===== config.mk =====
export PLATFORM = sky130hd
export DESIGN_NAME = gli_top
export DESIGN_NICKNAME = d
export VERILOG_FILES = /design/src/verilog/gli_pin.v /design/src/verilog/gli_top.v
export VERILOG_INCLUDE_DIRS = /design/src /design/src/common
export SDC_FILE = /design/constraint.sdc
export NUM_CORES = 1
export LEC_CHECK = 0
export ABC_AREA = 1
export BUFFER_PORTS_ARGS = -buffer_cell sky130_fd_sc_hd__buf_2
export CAP_MARGIN = 5
export CORE_UTILIZATION = 52
export CTS_CLUSTER_SIZE = 10
export DETAILED_ROUTE_END_ITERATION = 7
export GPL_TIMING_DRIVEN = 0
export PLACE_DENSITY_LB_ADDON = 0.25
export SETUP_SLACK_MARGIN = 0.3
export SKIP_CTS_REPAIR_TIMING = 1
export SYNTH_ARGS = -nofsm -noshare
export SYNTH_HDL_FRONTEND = slang
export SYNTH_SLANG_ARGS = --single-unit
export TNS_END_PERCENT = 20

===== constraint.sdc =====
create_clock -name clk -period 1.5 [get_ports clk]
set_input_delay 0.15 -clock clk [delete_from_list [all_inputs] [get_ports clk]]
set_output_delay 0.15 -clock clk [all_outputs]
set_load 0.01 [all_outputs]

===== src/common/gli_regs.vh =====
// constants for the gpio and indicator pin block
// Summary of operation
// RL1: each of three pins is set by software as input, push-pull or open-drain.
// RL2: a pin in indicator mode only pulls low or releases, never drives high.
// RL3: speed indicator is low at 100 Mbit, during negotiation and with no cable.
// RL4: speed indicator is released high only at 10 Mbit.
// RL5: link/activity indicator is low while link is valid and no pulse runs.
// RL6: activity releases the link/activity indicator high for 80 ms.
// RL7: after each off pulse it stays low at least 80 ms; pulsing repeats.
// RL8: duplex indicator is low while the link is full duplex.
// RL9: duplex indicator is high in half duplex or with no link.
// RL10: the 80 ms intervals come from a reset-cleared counter on the device clock.
`ifndef GLI_REGS_VH
`define GLI_REGS_VH
`define GLI_NUM_PINS      3
`define GLI_MODE_INPUT    2'h0
`define GLI_MODE_PUSHPULL 2'h1
`define GLI_MODE_OPENDRN  2'h2
`define GLI_MODE_LED      2'h3
`define GLI_CLK_HZ        125000000
`define GLI_PULSE_MS      80
`define GLI_PULSE_CYCLES  ((`GLI_CLK_HZ / 1000) * `GLI_PULSE_MS)
`define GLI_CNT_W         24
`endif


===== src/verilog/gli_pin.v =====
// one multiplexed gpio / indicator pin
`timescale 1ns/10ps
`include "gli_regs.vh"
module gli_pin (
   input  wire       clk,
   input  wire       nrst,
   input  wire [1:0] mode,
   input  wire       gpio_out,
   input  wire       indicator_n,
   input  wire       pin_in,
   output reg        pin_out,
   output reg        pin_oe,
   output wire       gpio_in
);
   reg sync1;
   reg sync2;

   always @(posedge clk or negedge nrst) begin
      if (!nrst) begin
         sync1   <= 1'b0;
         sync2   <= 1'b0;
         pin_out <= 1'b0;
         pin_oe  <= 1'b0;
      end else begin
         sync1 <= pin_in;
         sync2 <= sync1;
         case (mode)
            `GLI_MODE_INPUT: begin
               pin_out <= 1'b0;
               pin_oe  <= 1'b0; // RL1
            end
            `GLI_MODE_PUSHPULL: begin
               pin_out <= gpio_out;
               pin_oe  <= 1'b1; // RL1
            end
            `GLI_MODE_OPENDRN: begin
               pin_out <= 1'b0;
               pin_oe  <= ~gpio_out; // RL1
            end
            `GLI_MODE_LED: begin
               pin_out <= 1'b0;
               pin_oe  <= ~indicator_n; // RL2
            end
            default: begin
               pin_out <= 1'b0;
               pin_oe  <= 1'b0;
            end
         endcase
      end
   end

   assign gpio_in = sync2;
endmodule


===== src/verilog/gli_top.v =====
// three gpio pins multiplexed with link status indicators
`timescale 1ns/10ps
`include "gli_regs.vh"
module gli_top (
   input  wire       clk,
   input  wire       nrst,
   input  wire [5:0] pin_mode,
   input  wire [2:0] gpio_out,
   output reg  [2:0] gpio_in,
   input  wire       link_up,
   input  wire       link_100,
   input  wire       autoneg_busy,
   input  wire       full_duplex,
   input  wire       activity,
   input  wire [2:0] indicator_pins_in,
   output wire [2:0] indicator_pins_out,
   output wire [2:0] indicator_pins_oe
);

   localparam [1:0] ST_IDLE = 2'h0;
   localparam [1:0] ST_OFF  = 2'h1;
   localparam [1:0] ST_HOLD = 2'h2;

   // timer limits are worked out as integers, then cut to the counter widths
   // one tick per millisecond, the intervals count whole ticks
   localparam integer          TICK_LAST_I = (`GLI_CLK_HZ / 1000) - 1;
   localparam integer          MS_LAST_I   = `GLI_PULSE_MS - 1;
   localparam [`GLI_CNT_W-1:0] TICK_LAST   = TICK_LAST_I[`GLI_CNT_W-1:0];
   localparam [6:0]            MS_LAST     = MS_LAST_I[6:0];

   ////////////////////////////////////////////////////////////////////////
   // status inputs come from the phy core on this clock, no sync needed
   reg  [1:0]            state;
   reg  [1:0]            next_state;

   // millisecond enable and the interval count
   reg  [`GLI_CNT_W-1:0] div_cnt;
   reg  [6:0]            ms_cnt;
   wire                  ms_tick;
   wire                  interval_done;
   wire                  state_change;

   // activity seen during the low hold starts the next off pulse
   reg                   act_seen;
   wire                  act_start;

   // decoded link status
   wire                  speed_10;
   wire                  full_link;
   wire                  pulse_off;
   wire                  pulse_hold;

   wire [2:0]            gpio_sync;
   wire [2:0]            ind_n;
   reg                   speed_indicator_n;
   reg                   link_activity_indicator_n;
   reg                   duplex_indicator_n;

   ////////////////////////////////////////////////////////////////////////
   // indicator decode; every indicator is active low
   assign speed_10   = link_up && !autoneg_busy && !link_100;
   assign full_link  = link_up && full_duplex;
   assign pulse_off  = (state == ST_OFF);
   assign pulse_hold = (state == ST_HOLD);

   // negotiation and a missing cable count as not 10M, so the lamp stays on
   always @* begin
      if (speed_10) begin
         speed_indicator_n = 1'b1; // RL4
      end else begin
         speed_indicator_n = 1'b0; // RL3
      end
   end

   always @* begin
      if (!link_up) begin
         link_activity_indicator_n = 1'b1;
      end else if (pulse_off) begin
         link_activity_indicator_n = 1'b1; // RL6
      end else begin
         link_activity_indicator_n = 1'b0; // RL5
      end
   end

   always @* begin
      if (full_link) begin
         duplex_indicator_n = 1'b0; // RL8
      end else begin
         duplex_indicator_n = 1'b1; // RL9
      end
   end

   assign ind_n = {duplex_indicator_n, link_activity_indicator_n, speed_indicator_n};

   ////////////////////////////////////////////////////////////////////////
   // activity pulse timer
   // a millisecond enable keeps the interval counter narrow; the divider
   // restarts on each state change so every interval is exactly whole ticks
   assign ms_tick       = (state != ST_IDLE) && (div_cnt == TICK_LAST);
   assign interval_done = ms_tick && (ms_cnt == MS_LAST); // RL6 RL7
   assign act_start     = link_up && (activity || act_seen);
   assign state_change  = (next_state != state);

   always @* begin
      next_state = state;
      case (state)
         ST_IDLE: begin
            if (act_start) begin
               next_state = ST_OFF; // RL6
            end
         end
         ST_OFF: begin
            if (interval_done) begin
               next_state = ST_HOLD; // RL6
            end
         end
         ST_HOLD: begin
            if (interval_done) begin
               next_state = ST_IDLE; // RL7
            end
         end
         default: begin
            next_state = ST_IDLE;
         end
      endcase
      // a lost link ends any pulse at once
      if (!link_up) begin
         next_state = ST_IDLE;
      end
   end

   always @(posedge clk or negedge nrst) begin
      if (!nrst) begin
         state <= ST_IDLE; // RL10
      end else begin
         state <= next_state;
      end
   end

   // divider for the millisecond enable
   always @(posedge clk or negedge nrst) begin
      if (!nrst) begin
         div_cnt <= {`GLI_CNT_W{1'b0}}; // RL10
      end else if (state_change || state == ST_IDLE || ms_tick) begin
         div_cnt <= {`GLI_CNT_W{1'b0}};
      end else begin
         div_cnt <= div_cnt + 1'b1; // RL10
      end
   end

   // milliseconds spent in the current interval
   always @(posedge clk or negedge nrst) begin
      if (!nrst) begin
         ms_cnt <= 7'h00; // RL10
      end else if (state_change || state == ST_IDLE) begin
         ms_cnt <= 7'h00;
      end else if (ms_tick) begin
         ms_cnt <= ms_cnt + 1'b1; // RL10
      end
   end

   // activity during the off pulse is ignored, during the low hold remembered
   always @(posedge clk or negedge nrst) begin
      if (!nrst) begin
         act_seen <= 1'b0;
      end else if (state == ST_IDLE || !link_up) begin
         act_seen <= 1'b0;
      end else if (activity && pulse_hold) begin
         act_seen <= 1'b1; // RL7
      end
   end

   // one more register after the synchroniser
   always @(posedge clk or negedge nrst) begin
      if (!nrst) begin
         gpio_in <= 3'h0;
      end else begin
         gpio_in <= gpio_sync;
      end
   end

   ////////////////////////////////////////////////////////////////////////
   // pin drivers
   // pin 0 carries the speed indicator
   gli_pin u_pin0 (
      .clk         (clk),
      .nrst        (nrst),
      .mode        (pin_mode[1:0]),
      .gpio_out    (gpio_out[0]),
      .indicator_n (ind_n[0]),
      .pin_in      (indicator_pins_in[0]),
      .pin_out     (indicator_pins_out[0]),
      .pin_oe      (indicator_pins_oe[0]),
      .gpio_in     (gpio_sync[0])
   );

   // pin 1 carries the link/activity indicator
   gli_pin u_pin1 (
      .clk         (clk),
      .nrst        (nrst),
      .mode        (pin_mode[3:2]),
      .gpio_out    (gpio_out[1]),
      .indicator_n (ind_n[1]),
      .pin_in      (indicator_pins_in[1]),
      .pin_out     (indicator_pins_out[1]),
      .pin_oe      (indicator_pins_oe[1]),
      .gpio_in     (gpio_sync[1])
   );

   // pin 2 carries the duplex indicator
   gli_pin u_pin2 (
      .clk         (clk),
      .nrst        (nrst),
      .mode        (pin_mode[5:4]),
      .gpio_out    (gpio_out[2]),
      .indicator_n (ind_n[2]),
      .pin_in      (indicator_pins_in[2]),
      .pin_out     (indicator_pins_out[2]),
      .pin_oe      (indicator_pins_oe[2]),
      .gpio_in     (gpio_sync[2])
   );
endmodule

Word level (Yosys, flattened, before mapping)
Cells that the tools add are included. W data, S select, Z words.

Register bits after elaboration: 49. Bits of input ports: 19.

Add/subtract/negate cells: 2. Eq/ne operators: 14. Reductions and logical operators: 24. Mux-type cells: 19. Bitwise logic cells: 5.

Operators with widths (number): $add A24 B1 Y24 const B (1); $eq A24 B17 Y1 const B (1); $mux W24 (1); $eq A2 B2 Y1 const B (7); $mux W7 (2); $pmux W1 S4 (3); $reduce_or A3 Y1 (3); $eq A2 B1 Y1 const B (4); $logic_not A2 Y1 (4); $mux W2 (4); $add A7 B1 Y7 const B (1); $eq A7 B7 Y1 const B (1); $logic_and A1 B1 Y1 (7); $pmux W1 S2 (3); $pmux W2 S3 (1); $reduce_bool A2 Y1 (3); $mux W1 (5); $not A1 Y1 (5); $logic_or A1 B1 Y1 (4); $logic_not A1 Y1 (3); $ne A2 B2 Y1 (1).

Depth between registers and ports, before layout
Word-level depth: 10. Depth in mapped cells: 13. Mapped depth without buffers: 12.

Hierarchy
Synthesis repeated with hierarchy kept, for this count alone.

Cells, all modules: 309. Area, all modules: 2516.2 sq um.

Modules (own cells, without submodules): gli_top (area an instance 2122.0 sq um, times used 1, cells each 273, seq. area each 925.9 sq um); gli_pin (area an instance 131.4 sq um, times used 3, cells each 12, seq. area each 100.1 sq um).

Worst setup path before layout
No wires, ideal clock.

Kind: register to register. From: register div_cnt[0]. To: register div_cnt[12]. Stages on the path, launching flop included: 13. Period minus slack after synthesis: 1.655 ns. Slack: -0.155 ns. Data arrival time: 1.534 ns. Setup time: 0.121 ns. Required time: 1.379 ns. Path buffers: 1. Path through: dfrtp_1 -> ha_1 -> nand2_1 -> nand3b_1 -> nor2_4 -> nand3_2 -> nand2_1 -> nand2_1 -> nand2_1 -> nand2_2 -> nand3_4 -> buf_6 -> nor2_1.

Word-level cells in the longest chain between the ends: 10. Elaborated cells on any way between the ends: 12. Classes of those cells: add/sub (1); eq/ne (2); mux (5); reduce/logical (4).

RTL lines: from (decl) (RTL line gli_top.v:37) `` reg [`GLI_CNT_W-1:0] div_cnt; ``; from (signal assigned) (RTL line gli_top.v:143) `` div_cnt <= {`GLI_CNT_W{1'b0}}; ``; from (signal assigned) (RTL line gli_top.v:145) `` div_cnt <= {`GLI_CNT_W{1'b0}}; ``; from (signal assigned) (RTL line gli_top.v:147) `div_cnt <= div_cnt + 1'b1;`; $eq A24 B17 Y1 (RTL line gli_top.v:99) `assign ms_tick = (state != ST_IDLE) && (div_cnt == TICK_LAST);`; $logic_and A1 B1 Y1 (RTL line gli_top.v:99); $logic_and A1 B1 Y1 (RTL line gli_top.v:100) `assign interval_done = ms_tick && (ms_cnt == MS_LAST);`; $mux W2, on equally long branches (RTL line gli_top.v:118, gli_top.v:113); $pmux W2 S3 (RTL line gli_top.v:106) `case (state)`; $mux W2 (RTL line gli_top.v:127) `if (!link_up) begin`; $ne A2 B2 Y1 (RTL line gli_top.v:102) `assign state_change = (next_state != state);`; $logic_or A1 B1 Y1 (2 in a row) (RTL line gli_top.v:144) `end else if (state_change || state == ST_IDLE || ms_tick) begin`; $mux W24 (*) (RTL line gli_top.v:144).

Every way passes the cells marked *; elsewhere a longest branch is shown, timed or not. A chain may end at the register's enable or synchronous reset.

Worst setup path in the final report
From: register div_cnt[0]. To: register div_cnt[11].

The elaborated chain is that of the path after synthesis.

==> reports/metrics.yaml <==
placed_design:
  place.gp.congestion: 0.894
  placed_cells: 371
  io_buffers: 27
  placed_area_um2: 2670
  dp_slack_ns: -0.353
  hpwl_um: 3470
timing:
  fin_hold_ws_ns: 0.0194
  hold_violations: 0
  period_share_pct: 125
  fmax_mhz: 532
  setup_viol: 31
  rsz0062_at_grt: "true"
  tightest_slew_ns: 1.05
  slew_violations: 0
  finalWorstSetupSlack_ns: -0.379
  fin_skew_ns: 0.00736
  fin_crit_ns: 1.88
  slew_headroom_pct: 29.7
global_routing:
  grtUsageTotal_pct: 20.6
  grt_pass1_wl_um: 7850
  grt_max_degree: 50
  globalRouteMet2Util_pct: 30.6
  grt-busiest-layer: "met2"
  met3_usage_pct: 4.70
  antenna_found_initial: 0
  grt_pass1_vias: 1755
  grt_use_met1_pct: 30.2
  grt_overflow_total: 0
hold_path:
  hold_path.class: "in -> reg"
pwr:
  leakage_nw: 1.32
  ir_drop_uv: 581
  power_density_nw_per_um2: 832
  power_mw: 2.43
setup_path:
  crit_fanout: 8
  arrival_ns: 2.07
  timing_worst_setup_path_type: "reg -> reg"
  critPathRequiredTime_ns: 1.69
  critPathCaptureType: "register"
  start_kind: "register"
routing:
  wl_um: 4880
  initialDrtViolationCount: 139
  ant_nets: 0
  wire_per_inst_um: 12.6
  vias: 1949
  first_pass_iters: 4
  vias_per_cell: 5.02
  drc: 0
yosys:
  synth_cells: 292
  ys_warn_count: 0
  synth-seq-cells: 49
  ys_types: 28
  syn_nets: 313
  synth_seq_area_share_pct: 49.7
  synth_area_per_cell_um2: 8.44
  synth_area_um2: 2460
floorplan:
  core.rowCount: 24
  die_area_um2: 5020
  die_y_um: 70.9
  pin_count: 28
  die_x_um: 70.9
  core_um2: 4440
  start_util_pct: 55.5
cts:
  clock_path_buffers: 2
  numCtsBuffers: 5
  root_buffer: "clkbuf_8"
  path_clk_slew_ns: 0.09
  cts_tree: "built"
  htree_num_levels: 2
  worstSkewPairLatency_ns: 0.30
  cts.sinks: 49
final_layout:
  antenna_cells: 0
  fin_cells: 388
  drive_gt1_share_pct: 23.2
  layout_common_cells: "55 x nor2_1, 49 x nand2_1, 49 x dfrtp_1"
  layout_commonest_cell: "nor2_1"
  fin_area_um2: 2920
  area_delta_synth_final_pct: 18.6
  finalNetCount: 357
flow_run:
  cap_violations: 0
run_status:
  violations: "setup timing"
  status: "finished, violations left"
## where the power goes
part / internal, mW / total, mW / switching [mW]
clock: 0.367 / 0.780 / 0.413
sequential: 1.35 / 1.37 / 0.0158
combinational: 0.134 / 0.287 / 0.153
## flip-flops by register name, summed over array words and instances (netlist names)
register        cells
div_cnt            24
ms_cnt              7
gpio_in             3
state               2
act_seen            1
u_pin0.gpio_in      1
u_pin0.pin_oe       1
u_pin0.pin_out      1
u_pin0.sync1        1
u_pin1.gpio_in      1
u_pin1.pin_oe       1
u_pin1.pin_out      1
u_pin1.sync1        1
u_pin2.gpio_in      1
u_pin2.pin_oe       1
u_pin2.pin_out      1
u_pin2.sync1        1
## cell usage after synthesis
| cell | number | area (um^2) |
|---|---|---|
| buf_6 | 2 | 22.5 |
| nor3b_1 | 1 | 7.51 |
| nor2_4 | 2 | 22.5 |
| a31o_2 | 1 | 8.76 |
| nor4_1 | 5 | 31.3 |
| nand3b_1 | 1 | 7.51 |
| mux2i_1 | 1 | 10.0 |
| nor3_1 | 11 | 55.1 |
| nand4_1 | 6 | 37.5 |
| nand3_1 | 13 | 65.1 |
| nand3_4 | 1 | 17.5 |
| nor2_2 | 4 | 25.0 |
| nand2_1 | 53 | 199 |
| a21oi_1 | 5 | 25.0 |
| nand2_4 | 1 | 11.3 |
| buf_4 | 6 | 45.0 |
| dfrtp_1 | 49 | 1230 |
| o21ai_0 | 4 | 20.0 |
| nand2_2 | 2 | 12.5 |
| mux2_2 | 1 | 11.3 |
| nor2_1 | 63 | 236 |
| xor2_1 | 17 | 149 |
| xnor2_1 | 6 | 52.6 |
| inv_1 | 32 | 120 |
| nand3_2 | 1 | 10.0 |
| o21ai_1 | 1 | 5.00 |
| ha_1 | 2 | 25.0 |
| a31oi_1 | 1 | 6.26 |
## critical path, stage by stage, from the launching register on
cell       delay (ns)
dfrtp_1          0.40
ha_4             0.17
nand2_4          0.06
nand3b_1         0.20
nor2_4           0.19
nand3_2          0.09
nand2_1          0.06
nand2_1          0.05
nand2_2          0.07
nand2_2          0.07
nand3_4          0.18
clkbuf_16        0.18
nor2_2           0.03
## through the flow
| step | setup TNS, ns | util [%] |
|---|---|---|
| after global routing | -14.07 | 65.8 |
| after CTS | -10.22 | 62.0 |
| after global placement | -9.21 | 60.1 |
| final | -10.19 | 65.8 |
| after floorplan | -3.40 | - |
| after detailed placement | -9.67 | 60.1 |
## path summary, 6_finish.rpt
check,slack [ns],endpoint,cells after the start,from
max,-0.38,div_cnt[11],12,div_cnt[0]
min,0.02,u_pin1.pin_out,2,pin_mode[3]
max reg2reg,-0.38,div_cnt[11],12,div_cnt[0]
min reg2reg,0.35,u_pin1.gpio_in,0,u_pin1.sync1
max in group asynchronous,0.81,div_cnt[20],1,nrst
min in group asynchronous,0.04,div_cnt[6],1,nrst
## layer usage
layer	routed length (um)	vias to the layer above
met2	2130	39
met5	0	-
met1	2450	905
li1	-	999
met4	66	0
met3	237	6
## cell families (layout without fill, tap and decap cells)
| logic type | after synthesis | after routing | synth area share [%] |
|---|---|---|---|
| compound gates | 12 | 12 | 2.64 |
| xor+xnor | 23 | 23 | 8.17 |
| fa+ha+maj | 2 | 2 | 1.02 |
| buf+inv | 40 | 84 | 7.61 |
| flops | 49 | 49 | 49.7 |
| mux | 2 | 2 | 0.863 |
| simple gates | 164 | 164 | 29.9 |
## layout make-up
| class | count | area, um^2 |
|---|---|---|
| clock buffer | 7 | 86.3 |
| inverter | 32 | 120 |
| timing repair buffer | 37 | 253 |
| multi-input combinational | 203 | 1100 |
| sequential | 49 | 1230 |
| fill | 385 | 1520 |
| buffer | 8 | 75.1 |
| tap | 52 | 65.1 |
Note: power is estimated with default switching activity, not from simulation.
